File: config.mk
export PLATFORM = sky130hd
export DESIGN_NAME = system_clock_select_and_divider
export DESIGN_NICKNAME = d
export VERILOG_FILES = /design/src/clksel_pkg.sv /design/src/system_clock_select_and_divider.sv
export VERILOG_INCLUDE_DIRS = /design/src
export SDC_FILE = /design/constraint.sdc
export NUM_CORES = 1
export LEC_CHECK = 0
export BUFFER_PORTS_ARGS = -buffer_cell sky130_fd_sc_hd__buf_2
export CORE_ASPECT_RATIO = 1.1
export CORE_MARGIN = 2
export CORE_UTILIZATION = 50
export CTS_CLUSTER_SIZE = 16
export DETAILED_ROUTE_END_ITERATION = 12
export HOLD_SLACK_MARGIN = 0.06
export MAX_ROUTING_LAYER = met4
export PLACE_DENSITY = 0.79
export SLEW_MARGIN = 20
export SYNTH_ARGS = -nofsm -noshare
export SYNTH_HDL_FRONTEND = slang
export SYNTH_SLANG_ARGS = --single-unit
export TNS_END_PERCENT = 100
File: constraint.sdc
create_clock -name I_REF_CLK -period 2.25 [get_ports I_REF_CLK]
set_clock_uncertainty 0.05 [all_clocks]
set_input_delay 0.3375 -clock I_REF_CLK [delete_from_list [all_inputs] [get_ports I_REF_CLK]]
set_output_delay 0.3375 -clock I_REF_CLK [all_outputs]
set_load 0.005 [all_outputs]
File: src/clksel_consts.svh
`ifndef CLKSEL_CONSTS_SVH
`define CLKSEL_CONSTS_SVH
// Register byte addresses on APB
`define ADDR_OSC_CTRL      12'h000
`define ADDR_CLK_DIV       12'h004
// Source encodings
`define SRC_FRC            3'h0
`define SRC_FRC_PLL        3'h1
`define SRC_PRI            3'h2
`define SRC_PRI_PLL        3'h3
`define SRC_SEC            3'h4
`define SRC_LOW_POWER_INTERNAL_RC           3'h5
`define SRC_RSVD           3'h6
`define SRC_FRC_DIV        3'h7
// Primary submodes
`define SUB_EC             2'h0
`define SUB_XT             2'h1
`define SUB_HS             2'h2
`define SUB_INTERNAL       2'h3
// Field positions
`define CUR_HI             14
`define CUR_LO             12
`define NEW_HI             10
`define NEW_LO             8
`define LOCK_SEL_BIT       7
`define PLL_LOCK_BIT       5
`define FAIL_BIT           3
`define SEC_EN_BIT         1
`define SWITCH_BIT         0
`define ROI_BIT            15
`define DOZE_HI            14
`define DOZE_LO            12
`define DOZE_EN_BIT        11
`define FAST_RC_POSTSCALER_FIELD_HI           10
`define FAST_RC_POSTSCALER_FIELD_LO           8
// Reset values and unlock keys
`define FAST_RC_POSTSCALER_FIELD_RESET        3'h1
`define KEY_HI_A           8'h78
`define KEY_HI_B           8'h9A
`define KEY_LO_A           8'h46
`define KEY_LO_B           8'h57
// Timing: ten new-source cycles before switch
`define SETTLE_CYCLES      4'hA
`define OST_CYCLES         10'h3FF
// Edges after reset release before the synchronised straps are trusted
`define POR_SETTLE_EDGES   2'h2
`endif

File: src/clksel_pkg.sv
package clksel_pkg;
   typedef enum logic [2:0] {
      SRC_FRC_E, SRC_FRC_PLL_E, SRC_PRI_E, SRC_PRI_PLL_E,
      SRC_SEC_E, SRC_LOW_POWER_INTERNAL_RC_E, SRC_RSVD_E, SRC_FRC_DIV_E
   } source_t;
   typedef struct packed {
      logic       recover_on_interrupt;
      logic [2:0] doze_ratio;
      logic       doze_enable_bit;
      logic [2:0] fast_rc_postscaler_field;
   } clock_divider_control_t;
   typedef enum {SW_IDLE, SW_START, SW_SETTLE} sw_state_t;
endpackage

File: src/system_clock_select_and_divider.sv
`timescale 1ns/1ps
`include "clksel_consts.svh"
module system_clock_select_and_divider (
   input  wire logic        I_REF_CLK,
   input  wire logic        I_RST_N,
   input  wire logic        PSEL,
   input  wire logic        PENABLE,
   input  wire logic        PWRITE,
   input  wire logic [11:0] PADDR,
   input  wire logic [31:0] PWDATA,
   input  wire logic [3:0]  PSTRB,
   output logic      [31:0] PRDATA,
   output logic             PREADY,
   output logic             PSLVERR,
   input  wire logic [1:0]  i_primary_submode_cfg,
   input  wire logic [2:0]  i_initial_source_cfg,
   input  wire logic [1:0]  i_switch_monitor_cfg,
   input  wire logic        i_osc_pin_function_cfg,
   input  wire logic        i_wdt_enable,
   input  wire logic        i_interrupt,
   input  wire logic        i_pll_locked,
   input  wire logic        i_start_up_timer_done,
   input  wire logic        i_new_source_tick,
   input  wire logic        i_clock_failure,
   output logic      [2:0]  o_current_source,
   output logic      [1:0]  o_primary_submode,
   output logic             o_pll_enable,
   output logic             o_primary_osc_on,
   output logic             o_secondary_osc_on,
   output logic             o_fast_rc_on,
   output logic             o_low_power_rc_on,
   output logic      [2:0]  o_fast_rc_postscaler,
   output logic      [2:0]  o_doze_ratio,
   output logic             o_fail_safe_monitor_en,
   output logic             o_primary_osc_out_pin_cycle_clk
);

   // Configuration pins sampled through two flops
   logic [8:0] cfg_meta;
   logic [8:0] cfg_sync;
   logic       int_meta;
   logic       int_sync;
   logic [3:0] ev_meta;
   logic [3:0] ev_sync;
   logic [3:0] ev_q;
   logic       por_done;
   logic [1:0] por_cnt;
   logic [2:0] cur_src;
   logic [2:0] new_src;
   logic [1:0] submode;
   logic       sel_lock;
   logic       pll_lock;
   logic       fail_flag;
   logic       sec_en;
   logic       switch_req;
   clksel_pkg::clock_divider_control_t clock_divider_control;
   clksel_pkg::sw_state_t sw_state;
   logic [3:0] settle_cnt;
   logic [1:0] key_hi;
   logic [1:0] key_lo;
   logic       sw_enable;
   logic       mon_enable;
   logic       wr_access;
   logic       wr_osc;
   logic       wr_div;
   logic       hi_open;
   logic       lo_open;
   logic       src_uses_pll;
   logic       ready_ok;
   logic       instr_clk;
   logic       ev_rise;
   logic       cfg_locked;

   // Synchronise straps and asynchronous events
   always_ff @(posedge I_REF_CLK or negedge I_RST_N) begin
      if (!I_RST_N) begin
         cfg_meta <= 9'h000;
         cfg_sync <= 9'h000;
         int_meta <= 1'b0;
         int_sync <= 1'b0;
      end else begin
         cfg_meta <= {i_osc_pin_function_cfg, i_wdt_enable, i_switch_monitor_cfg, i_primary_submode_cfg,
                      i_initial_source_cfg};
         cfg_sync <= cfg_meta;
         int_meta <= i_interrupt;
         int_sync <= int_meta;
      end
   end

   // Oscillator status pins; bit order lock, timer, tick, failure
   always_ff @(posedge I_REF_CLK or negedge I_RST_N) begin
      if (!I_RST_N) begin
         ev_meta <= 4'h0;
         ev_sync <= 4'h0;
         ev_q    <= 4'h0;
      end else begin
         ev_meta <= {i_pll_locked, i_start_up_timer_done, i_new_source_tick, i_clock_failure};
         ev_sync <= ev_meta;
         ev_q    <= ev_sync;
      end
   end

   assign ev_rise    = ev_sync[1] & ~ev_q[1];
   // Straps are not trusted until they have passed both flops
   assign sw_enable  = por_done & ~cfg_sync[6];
   assign mon_enable = por_done & (cfg_sync[6:5] == 2'h0);
   assign cfg_locked = sel_lock & mon_enable;
   assign src_uses_pll = (new_src == `SRC_FRC_PLL) || (new_src == `SRC_PRI_PLL);

   // APB decode; zero-wait slave
   assign PREADY    = 1'b1;
   assign PSLVERR   = PSEL & PENABLE & (PADDR != `ADDR_OSC_CTRL) & (PADDR != `ADDR_CLK_DIV);
   assign wr_access = PSEL & PENABLE & PWRITE;
   assign wr_osc    = wr_access & (PADDR == `ADDR_OSC_CTRL);
   assign wr_div    = wr_access & (PADDR == `ADDR_CLK_DIV);
   assign hi_open   = (key_hi == 2'h2);
   assign lo_open   = (key_lo == 2'h2);

   // Unlock key tracking per byte; any other byte write breaks the chain, except a low-byte-only write keeps an open high key
   always_ff @(posedge I_REF_CLK or negedge I_RST_N) begin
      if (!I_RST_N) begin
         key_hi <= 2'h0;
         key_lo <= 2'h0;
      end else if (wr_access) begin
         if (wr_osc && PSTRB[1] && key_hi == 2'h0 && PWDATA[15:8] == `KEY_HI_A) begin
            key_hi <= 2'h1;
         end else if (wr_osc && PSTRB[1] && key_hi == 2'h1 && PWDATA[15:8] == `KEY_HI_B) begin
            key_hi <= 2'h2;
         end else if (!(wr_osc && PSTRB[0] && !PSTRB[1] && key_hi == 2'h2)) begin
            key_hi <= 2'h0;
         end else begin
            key_hi <= 2'h2;
         end
         if (wr_osc && PSTRB[0] && key_lo == 2'h0 && PWDATA[7:0] == `KEY_LO_A) begin
            key_lo <= 2'h1;
         end else if (wr_osc && PSTRB[0] && key_lo == 2'h1 && PWDATA[7:0] == `KEY_LO_B) begin
            key_lo <= 2'h2;
         end else begin
            key_lo <= 2'h0;
         end
      end
   end

   // Power-on selection loaded once the straps have crossed both sync flops
   always_ff @(posedge I_REF_CLK or negedge I_RST_N) begin
      if (!I_RST_N) begin
         por_done <= 1'b0;
         por_cnt  <= 2'h0;
      end else if (!por_done) begin
         if (por_cnt == `POR_SETTLE_EDGES) begin
            por_done <= 1'b1;
         end else begin
            por_cnt <= por_cnt + 2'h1;
         end
      end
   end

   // Oscillator control: source fields and switch machine
   always_ff @(posedge I_REF_CLK or negedge I_RST_N) begin
      if (!I_RST_N) begin
         cur_src    <= `SRC_FRC_DIV;
         new_src    <= `SRC_FRC_DIV;
         submode    <= `SUB_INTERNAL;
         switch_req <= 1'b0;
         sw_state   <= clksel_pkg::SW_IDLE;
         settle_cnt <= 4'h0;
      end else if (!por_done) begin
         cur_src  <= cfg_sync[2:0];
         new_src  <= cfg_sync[2:0];
         submode  <= cfg_sync[4:3];
         sw_state <= clksel_pkg::SW_IDLE;
      end else begin
         if (wr_osc && PSTRB[1] && hi_open && !(cfg_locked) && sw_state == clksel_pkg::SW_IDLE) begin
            new_src <= PWDATA[`NEW_HI:`NEW_LO];
         end
         case (sw_state)
            clksel_pkg::SW_IDLE: begin
               if (!sw_enable) begin
                  switch_req <= 1'b0;
               end else if (wr_osc && PSTRB[0] && lo_open && PWDATA[`SWITCH_BIT] && !cfg_locked) begin
                  if (new_src == cur_src || new_src == `SRC_RSVD) begin
                     switch_req <= 1'b0;
                  end else begin
                     switch_req <= 1'b1;
                     sw_state   <= clksel_pkg::SW_START;
                  end
               end
            end
            clksel_pkg::SW_START: begin
               settle_cnt <= 4'h0;
               if (ready_ok) begin
                  sw_state <= clksel_pkg::SW_SETTLE;
               end
            end
            clksel_pkg::SW_SETTLE: begin
               if (ev_rise) begin
                  if (settle_cnt == `SETTLE_CYCLES - 4'h1) begin
                     cur_src    <= new_src;
                     switch_req <= 1'b0;
                     sw_state   <= clksel_pkg::SW_IDLE;
                  end else begin
                     settle_cnt <= settle_cnt + 4'h1;
                  end
               end
            end
            default: sw_state <= clksel_pkg::SW_IDLE;
         endcase
      end
   end

   // New source ready: crystal timer and PLL lock where needed
   assign ready_ok = (!(new_src == `SRC_PRI || new_src == `SRC_PRI_PLL) || submode == `SUB_EC
                      || ev_sync[2]) && (!src_uses_pll || ev_sync[3]);

   // Status flags: lock set-only, PLL lock, fail set wins over clear
   always_ff @(posedge I_REF_CLK or negedge I_RST_N) begin
      if (!I_RST_N) begin
         sel_lock  <= 1'b0;
         pll_lock  <= 1'b0;
         fail_flag <= 1'b0;
         sec_en    <= 1'b0;
      end else begin
         if (wr_osc && PSTRB[0] && lo_open) begin
            if (PWDATA[`LOCK_SEL_BIT]) begin
               sel_lock <= 1'b1;
            end
            sec_en <= PWDATA[`SEC_EN_BIT];
         end
         if (sw_state == clksel_pkg::SW_IDLE && switch_req == 1'b0 && wr_osc && lo_open
             && PWDATA[`SWITCH_BIT] && new_src != cur_src && sw_enable && !cfg_locked) begin
            pll_lock <= 1'b0;
         end else if (!((cur_src == `SRC_FRC_PLL || cur_src == `SRC_PRI_PLL) || src_uses_pll)) begin
            pll_lock <= 1'b0;
         end else begin
            pll_lock <= ev_sync[3] | ev_sync[2];
         end
         if (mon_enable && ev_sync[0]) begin
            fail_flag <= 1'b1;
         end else if (sw_state == clksel_pkg::SW_START) begin
            fail_flag <= 1'b0;
         end else if (wr_osc && PSTRB[0] && lo_open && !PWDATA[`FAIL_BIT]) begin
            fail_flag <= 1'b0;
         end
      end
   end

   // Divider register; interrupt recovery wins over a software write
   always_ff @(posedge I_REF_CLK or negedge I_RST_N) begin
      if (!I_RST_N) begin
         clock_divider_control <= '{1'b0, 3'h0, 1'b0, `FAST_RC_POSTSCALER_FIELD_RESET};
      end else begin
         if (wr_div && PSTRB[1]) begin
            clock_divider_control <= PWDATA[15:8];
         end
         if (clock_divider_control.recover_on_interrupt && int_sync) begin
            clock_divider_control.doze_enable_bit <= 1'b0;
         end
      end
   end

   // Instruction clock: processor clock halved
   always_ff @(posedge I_REF_CLK or negedge I_RST_N) begin
      if (!I_RST_N) begin
         instr_clk <= 1'b0;
      end else begin
         instr_clk <= ~instr_clk;
      end
   end

   // Oscillator enables and outputs, registered
   always_ff @(posedge I_REF_CLK or negedge I_RST_N) begin
      if (!I_RST_N) begin
         o_current_source     <= `SRC_FRC_DIV;
         o_primary_submode    <= `SUB_INTERNAL;
         o_pll_enable         <= 1'b0;
         o_primary_osc_on     <= 1'b0;
         o_secondary_osc_on   <= 1'b0;
         o_fast_rc_on         <= 1'b1;
         o_low_power_rc_on    <= 1'b0;
         o_fast_rc_postscaler <= `FAST_RC_POSTSCALER_FIELD_RESET;
         o_doze_ratio         <= 3'h0;
         o_fail_safe_monitor_en <= 1'b0;
         o_primary_osc_out_pin_cycle_clk <= 1'b0;
      end else begin
         o_current_source  <= cur_src;
         o_primary_submode <= submode;
         o_pll_enable <= (cur_src == `SRC_FRC_PLL) || (cur_src == `SRC_PRI_PLL)
                         || (switch_req && src_uses_pll);
         o_primary_osc_on <= (cur_src == `SRC_PRI) || (cur_src == `SRC_PRI_PLL)
                             || (switch_req && (new_src == `SRC_PRI || new_src == `SRC_PRI_PLL));
         o_secondary_osc_on <= (cur_src == `SRC_SEC) || sec_en
                               || (switch_req && new_src == `SRC_SEC);
         o_fast_rc_on <= (cur_src == `SRC_FRC) || (cur_src == `SRC_FRC_PLL) || (cur_src == `SRC_FRC_DIV)
                         || (switch_req && (new_src == `SRC_FRC || new_src == `SRC_FRC_PLL
                         || new_src == `SRC_FRC_DIV));
         o_low_power_rc_on <= (cur_src == `SRC_LOW_POWER_INTERNAL_RC) || cfg_sync[7] || mon_enable
                              || (switch_req && new_src == `SRC_LOW_POWER_INTERNAL_RC);
         o_fast_rc_postscaler <= (cur_src == `SRC_FRC) ? 3'h0 : clock_divider_control.fast_rc_postscaler_field;
         o_doze_ratio <= clock_divider_control.doze_enable_bit ? clock_divider_control.doze_ratio : 3'h0;
         o_fail_safe_monitor_en <= mon_enable;
         o_primary_osc_out_pin_cycle_clk <= instr_clk & ~cfg_sync[8]
                                            & (submode != `SUB_XT) & (submode != `SUB_HS);
      end
   end

   // Read data; unimplemented bits return zero
   always_comb begin
      PRDATA = 32'h0000_0000;
      if (PADDR == `ADDR_OSC_CTRL) begin
         PRDATA[`CUR_HI:`CUR_LO] = cur_src;
         PRDATA[`NEW_HI:`NEW_LO] = new_src;
         PRDATA[`LOCK_SEL_BIT]   = sel_lock;
         PRDATA[`PLL_LOCK_BIT]   = pll_lock;
         PRDATA[`FAIL_BIT]       = fail_flag;
         PRDATA[`SEC_EN_BIT]     = sec_en;
         PRDATA[`SWITCH_BIT]     = switch_req;
      end else if (PADDR == `ADDR_CLK_DIV) begin
         PRDATA[15:8] = clock_divider_control;
      end
   end

endmodule

==> results of run 1 <==
-- path summary, 6_finish.rpt --
path                            slack [ns]  depth (start not counted)                     end
worst max-delay path                  0.32                          6              cur_src[0]
worst min-delay path                  0.14                          2               key_lo[0]
worst max register to register        0.32                          6              cur_src[0]
worst min register to register        0.30                          0             cfg_sync[4]
max in group asynchronous             1.05                          3              cur_src[2]
min in group asynchronous             0.43                          2  o_fail_safe_monitor_en
-- logic make-up (layout without fill, tap and decap cells) --
family                   Yosys count  count (layout)  share of synthesized area [%]
buffers and inverters             45             127                           6.94
XOR/XNOR                           5               5                           1.20
AND/OR/NAND/NOR                  103             103                           17.5
multiplexers                      22              22                           6.39
other                              2              20                          0.206
flip-flops                        82              82                           56.9
AO/OA/AOI/OAI                     50              50                           9.79
adder cells (fa/ha/maj)            3               3                           1.03
-- final cells by class --
type	instances	share of cell area [%]
well taps	85	2.41
clock buffers	14	3.90
flip-flops and latches	82	46.9
inverters	9	0.764
multi-input cells	203	31.3
clock inverters	2	0.792
repair buffers	102	14.0
-- metal layers --
| layer | vias to the layer above | routed length [um] | GRT usage (%) |
|---|---|---|---|
| met1 | 1277 | 3200 | 26.4 |
| li1 | 1270 | - | - |
| met3 | 11 | 374 | 3.80 |
| met2 | 87 | 3690 | 31.1 |
| met5 | - | 0 | - |
| met4 | 0 | 128 | 8.47 |
-- state kept, by name, indices dropped and copies added (netlist names), 3 cells and up --
signal                 cells
cfg_meta                   9
cfg_sync                   9
clock_divider_control      8
ev_meta                    4
ev_sync                    4
settle_cnt                 4
cur_src                    3
new_src                    3
o_current_source           3
o_doze_ratio               3
o_fast_rc_postscaler       3
-- worst max-delay path: cells and delay by family, from the launching register on --
family	cells	cell delay, ns
buf+inv	1	0.10
simple gates	2	0.72
compound gates	1	0.11
flops	1	0.42
fa+ha+maj	1	0.19
mux	1	0.28
-- synth_stat cells (all sizes together), types with 8 or more instances --
cell type	count
clkbuf	12
buf	24
mux2i	12
dfstp	16
nor2	12
and2	9
inv	9
mux2	10
dfrtp	66
o21ai	8
nand2	14
nand3	10
-- power groups by stage --
stage	logic [mW]	registers, mW	clock network, mW
finish	0.208	1.57	1.10
global route	0.235	1.58	1.18
CTS	0.210	1.57	1.12
detailed placement	0.190	1.60	0
global placement	0.185	1.60	0
floorplan	0.110	1.58	0
-- through the flow --
stage	hold WS, ns	total power [mW]	utilization [%]	instance area, um^2	setup WS, ns
3_5_place_dp	0.285	1.79	57.7	4060	0.162
5_1_grt	0.129	3.00	62.7	4420	0.176
2_1_floorplan	-0.00809	1.69	-	3710	0.533
6_report	0.139	2.88	62.7	4420	0.321
3_3_place_gp	0.274	1.78	57.7	4060	0.200
4_1_cts	0.129	2.90	62.7	4420	0.336
-- cell usage in the layout, fill, tap and decap left out, drive strengths merged, types with 12 or more instances in the layout --
master / Yosys / layout
buf: 24 / 87
dfrtp: 66 / 66
conb: 2 / 20
dfstp: 16 / 16
dlygate4sd3: 0 / 15
nand2: 14 / 14
clkbuf: 12 / 14
mux2i: 12 / 12
nor2: 12 / 12
==> results.toml, run 1 <==
[power]
swShare_pct = 22.3
internal_power_mw = 2.24
combPwrFrac_pct = 7.2
pwr-share-seq_pct = 54.5
clockPowerShare_pct = 38.2
switching_power_mw = 0.642
power_leakage_nw = 2.09
vdd_drop_max_mv = 0.384
power.density_nw_per_um2 = 652

[clocking]
cts_tree = "yes"
clk_pin_slew_ns = 0.08
clock_latency_ns = 0.36
numCtsBuffers = 9
clockRootBuffer = "clkbuf_8"
post_cts_resized = 0
cts_buffer_depth = 2
h-tree-depth = 3
postCtsSetupBuffers = 0
cts_hold_buf = 15
clock_sinks = 82

[global_route]
grt_max_degree = 45
grt_pass1_wl_um = 12100
antenna_found_initial = 0
grt_pass1_vias = 2570
gr-usage-all-layers_pct = 20.2
gr-total-overflow = 0

[die]
boundaryPins = 119
fp.dieArea_um2 = 7980
fp.dieW_um = 85.4
core_region_area_um2 = 7050
num_rows = 32
die_h_um = 93.5
start_util_pct = 51.7

[timing]
finalHoldViolCount = 0
max_freq_mhz = 518
slew_headroom_pct = 53.6
tns_ns = 0
maxSlewViolCount = 0
fin_crit_sh_pct = 85.7
fin_crit_ns = 1.93
rsz0062_at_grt = "no"
tightest_slew_ns = 0.694
setup_viol = 0

[logic_synthesis]
avgSynthCellArea_um2 = 11.7
synth_cell_type_count = 60
synth-seq-area-share_pct = 56.9
synthFlopType = "dfrtp_1"
synthCells = 312
synth_top_cell_by_area = "dfrtp_1"
synth-edff-count = 0
synth_top_area_share_pct = 45.4
synth_warnings = 0
synth_seq_cells = 82
syn_area_um2 = 3640
async_reset_ff_share_pct = 100
synth_area_leaders = "dfrtp_1 45%, dfstp_2 12%, buf_4 4.1%"

[worst_setup_path]
r2r-start = "settle_cnt[1]"
start_kind = "flop"
arrival_ns = 2.16
cp-end-kind = "flop"
slowest_stage = "nor4b_2"
crit_required_ns = 2.48
cp_cell_sequence = "inv_1, ha_1, nand3b_1, nor4b_2, mux2i_1, a21oi_1"
critPathLaunch = "settle_cnt[1]"
worstPathMaxFanout = 4
cp_slowest_stage_delay_ns = 0.54
critical_path_class = "reg2reg"

[placement]
dp.cells = 466
dp_hpwl_um = 5270
port_buffers = 80
place_congestion = 0.831

[route]
wl_um = 7390
vias_per_cell = 5.32
drt.antenna.violating_nets = 0
first_pass_iters = 4
vias = 2645
drt-wirelength-per-cell_um = 14.9
drcViolationCount = 0
drt_iter0_markers = 157

[final_layout]
antenna_cells = 0
fin_nets = 477
layoutNonFillerInstCount = 497
multi_input_area_um2 = 1380
syn2layout_area_growth_pct = 21.4
drive_above_1_share_pct = 32.3
seq_area_um2 = 2070
fillers = 551

[job]
drv_cap = 0

[run_status]
status = "finished clean"

[worst_hold_path]
min-delay-start = "PWDATA[4]"
hp-class = "in2reg"
(Power assumes the default switching activity.)
==> inputs of run 2 (changes only) <==
--- a/config.mk
+++ b/config.mk
@@ -15,6 +15,7 @@
 export HOLD_SLACK_MARGIN = 0.06
 export MAX_ROUTING_LAYER = met4
 export PLACE_DENSITY = 0.79
+export REMOVE_ABC_BUFFERS = 1
 export SLEW_MARGIN = 20
 export SYNTH_ARGS = -nofsm -noshare
 export SYNTH_HDL_FRONTEND = slang
==> results.toml, run 2 (synthesis results as in run 1) <==
[die]
num_rows = 32
die_h_um = 93.5
fp.dieArea_um2 = 7980
start_util_pct = 51.7
fp.dieW_um = 85.4
boundaryPins = 119
core_region_area_um2 = 7050

[clocking]
postCtsSetupBuffers = 0
post_cts_resized = 0
clockRootBuffer = "clkbuf_8"
clk_pin_slew_ns = 0.09
numCtsBuffers = 9
cts_tree = "yes"
clock_latency_ns = 0.36
cts_buffer_depth = 2
clock_sinks = 82
cts_hold_buf = 15
h-tree-depth = 3

[worst_hold_path]
hp-class = "in2reg"

[placement]
port_buffers = 80
dp_slack_ns = 0.178
place_congestion = 0.810
dp.cells = 464
dp_hpwl_um = 5390
dpl-instance-area_um2 = 4050

[global_route]
grt_pass1_vias = 2594
grtUsageMet2_pct = 33.9
grt-busiest-layer = "met2"
gr-total-overflow = 0
gr-usage-all-layers_pct = 21.1
grt_pass1_wl_um = 12700
grt_max_degree = 43
antenna_found_initial = 0
grt_use_met3_pct = 4.85
use_met1_pct = 26.8

[final_layout]
postLayoutCellArea_um2 = 4400
fin_nets = 475
drive_above_1_share_pct = 32.4
fin_util_pct = 62.4
layoutNonFillerInstCount = 495
final_cell_mix = "79 x buf_2, 66 x dfrtp_1, 20 x conb_1"
syn2layout_area_growth_pct = 20.7
reg_top3 = "cfg_meta: 9 flops, cfg_sync: 9 flops, clock_divider_control: 8 flops"
fillers = 545
antenna_cells = 0
final_common_cell = "buf_2"

[worst_setup_path]
crit_required_ns = 1.86
crit_path_frequent_cell = "buf_2"
critical_path_class = "in2out"
path_delay_family = "simple AND/OR/NAND/NOR gates"
critPathBufInv = 2
slowest_stage = "and4b_1"
cp_cell_sequence = "buf_2, nor4_2, and4b_1, and2_1, buf_2"
start_kind = "primary input"
cp-end-kind = "output port"
arrival_ns = 1.54
worstPathMaxFanout = 10
cp_slowest_stage_delay_ns = 0.47

[power]
finalPower_mw = 2.80
vdd_drop_max_mv = 0.404
combPwrFrac_pct = 7.4
power.density_nw_per_um2 = 638
pwr-share-seq_pct = 56.0
power_leakage_nw = 2.07
internal_power_mw = 2.07
clockPowerShare_pct = 36.5
swShare_pct = 26.3
switching_power_mw = 0.739

[timing]
fin_crit_sh_pct = 85.5
rsz0062_at_grt = "no"
tightest_slew_ns = 0.631
finalHoldViolCount = 0
slew_headroom_pct = 57.5
hold_ws_ns = 0.124
tns_ns = 0
fin_crit_ns = 1.92
maxSlewViolCount = 0
setup_viol = 0
max_freq_mhz = 520
worst_slack_ns = 0.327

[route]
vias_per_cell = 5.51
drt_iter0_markers = 217
vias = 2726
first_pass_iters = 4
drt.antenna.violating_nets = 0
wl_um = 7640
drt-wirelength-per-cell_um = 15.4
drcViolationCount = 0

[job]
drv_cap = 0

[run_status]
status = "finished clean"
## run 2: final timing paths
| path | slack [ns] | start | cells past startpoint | endpoint |
|---|---|---|---|---|
| hold / removal | 0.12 | PWDATA[4] | 2 | key_lo[0] |
| min in group asynchronous | 0.44 | I_RST_N | 2 | o_primary_osc_out_pin_cycle_clk |
| setup / recovery | 0.33 | PADDR[1] | 5 | PRDATA[5] |
| setup reg to reg | 0.37 | settle_cnt[1] | 6 | cur_src[0] |
| hold reg to reg | 0.30 | cfg_meta[5] | 0 | cfg_sync[5] |
| max in group asynchronous | 1.04 | I_RST_N | 3 | clock_divider_control[0] |
## run 2: routing by layer
layer,vias to the layer above,part of all wire [%]
li1,1263,-
met2,100,52
met3,12,5.2
met4,0,1.6
met5,-,0
met1,1351,41
## run 2: layout make-up
type                       count  area [um^2]  share of cell area (%)
sequential                    82         2070                    47.1
multi-input combinational    203         1380                    31.5
timing repair buffer         100          603                    13.7
clock buffer                   9          124                    2.82
tap                           85          106                    2.42
clock inverter                 7         72.6                    1.65
inverter                       9         33.8                   0.769
## run 2: power groups by stage
stage	sequential, mW	combinational (mW)	clock, mW
3_5_place_dp	1.60	0.188	0
2_1_floorplan	1.59	0.0682	0
5_1_grt	1.58	0.233	1.12
3_3_place_gp	1.60	0.182	0
4_1_cts	1.57	0.209	1.04
6_report	1.57	0.209	1.02
==> inputs of run 3 (changes only) <==
--- a/config.mk
+++ b/config.mk
@@ -15,6 +15,7 @@
 export HOLD_SLACK_MARGIN = 0.06
 export MAX_ROUTING_LAYER = met4
 export PLACE_DENSITY = 0.79
+export RECOVER_POWER = 25
 export REMOVE_ABC_BUFFERS = 1
 export SLEW_MARGIN = 20
 export SYNTH_ARGS = -nofsm -noshare
==> results.toml, run 3 (synthesis results as in run 1) <==
[power]
power_leakage_nw = 2.06
vdd_drop_max_mv = 0.405
finalPower_mw = 2.81
power.density_nw_per_um2 = 639

[clocking]
post_cts_resized = 0
postCtsSetupBuffers = 0
clk_pin_slew_ns = 0.09
cts_buffer_depth = 2
cts_hold_buf = 15
clock_sinks = 82
clockRootBuffer = "clkbuf_8"
clock_latency_ns = 0.36
cts_tree = "yes"
h-tree-depth = 3
numCtsBuffers = 9

[worst_hold_path]
min_to = "key_lo[0]"
hold_depth = 2
hp-class = "in2reg"
min-delay-start = "PWDATA[4]"

[worst_setup_path]
cp_slowest_stage_delay_ns = 0.86
slowest_stage = "dfstp_1"
r2r_end = "switch_req"
r2r_cells = 4
cp-end-kind = "output port"
r2r-start = "cur_src[0]"
start_kind = "flop"
rrSetupSlack_ns = 0.29
critPathBufInv = 1
worstPathMaxFanout = 14
crit_required_ns = 1.86
path_delay_family = "flip-flops"
arrival_ns = 1.58
cp_cell_sequence = "mux2i_1, nor2_1, buf_2"
critical_path_class = "reg2out"

[final_layout]
fillers = 546
drive_above_1_share_pct = 31.5
fin_util_pct = 62.3
layoutNonFillerInstCount = 495
final_cell_mix = "79 x buf_2, 66 x dfrtp_1, 20 x conb_1"
fin_nets = 475
antenna_cells = 0
multi_input_area_um2 = 1380
reg_top3 = "cfg_meta: 9 flops, cfg_sync: 9 flops, clock_divider_control: 8 flops"
final_common_cell = "buf_2"
seq_area_um2 = 2070
postLayoutCellArea_um2 = 4390
syn2layout_area_growth_pct = 20.7

[placement]
dp.cells = 464
dpl-instance-area_um2 = 4050
dp_hpwl_um = 5390
port_buffers = 80
place_congestion = 0.810

[global_route]
use_met1_pct = 26.8
grt_pass1_vias = 2594
gr-usage-all-layers_pct = 21.1
grtUsageMet2_pct = 33.9
grt-busiest-layer = "met2"
gr-total-overflow = 0
antenna_found_initial = 0
grt_use_met3_pct = 4.85
grt_max_degree = 43
grt_pass1_wl_um = 12700

[timing]
fin_crit_ns = 1.96
finalHoldViolCount = 0
maxSlewViolCount = 0
fin_crit_sh_pct = 87.2
tightest_slew_ns = 0.995
setup_viol = 0
tns_ns = 0
max_freq_mhz = 510
rsz0062_at_grt = "no"
slew_headroom_pct = 33.7

[die]
fp.dieArea_um2 = 7980
fp.dieW_um = 85.4
boundaryPins = 119
die_h_um = 93.5
start_util_pct = 51.7
core_region_area_um2 = 7050
num_rows = 32

[route]
drt_iter0_markers = 194
drcViolationCount = 0
first_pass_iters = 4
vias = 2709
drt-wirelength-per-cell_um = 15.5
wl_um = 7670
vias_per_cell = 5.47
drt.antenna.violating_nets = 0

[run_status]
status = "finished clean"

[job]
drv_cap = 0
==> run 3: metrics by stage <==
step / hold slack, ns / setup WS [ns]
2_1_floorplan: -0.00809 / 0.175
3_3_place_gp: 0.283 / 0.220
3_5_place_dp: 0.287 / 0.178
4_1_cts: 0.114 / 0.312
5_1_grt: 0.113 / 0.161
6_report: 0.120 / 0.287
==> run 3: power breakdown <==
group          leakage [nW]  total [mW]  internal, mW  switching, mW
clock                0.0902        1.03         0.432          0.595
sequential            0.990        1.57          1.53         0.0379
combinational         0.980       0.208        0.0995          0.109
==> run 3: worst max path at each step <==
stage | startpoint | endpoint | slack, ns | cells after the start
CTS | PADDR[1] | PRDATA[0] | 0.31 | 5
global placement | PADDR[5] | clock_divider_control[7] | 0.22 | 6
detailed placement | PADDR[1] | clock_divider_control[6] | 0.18 | 6
global route | cur_src[0] | switch_req | 0.16 | 4
finish | cur_src[0] | PRDATA[12] | 0.29 | 3
floorplan | PADDR[5] | fail_flag | 0.17 | 4
==> run 3: layout make-up <==
type / instances / area share [%]
Clock inverter: 7 / 1.65
Inverter: 9 / 0.769
Sequential cell: 82 / 47.2
Multi-Input combinational cell: 203 / 31.5
Clock buffer: 9 / 2.82
Timing Repair Buffer: 100 / 13.7
Tap cell: 85 / 2.42
==> run 3: layer usage <==
metal / part of all wire [%] / vias up
met4: 1.3 / 0
met5: 0 / -
met1: 41 / 1341
met2: 52 / 95
li1: - / 1262
met3: 5.7 / 11
==> run 3: worst reg2reg max path: stages (launching register included) <==
cell       delay (ns)
dfstp_1          0.86
nor4_1           0.11
a2111oi_0        0.44
o221ai_1         0.23
o211ai_1         0.20
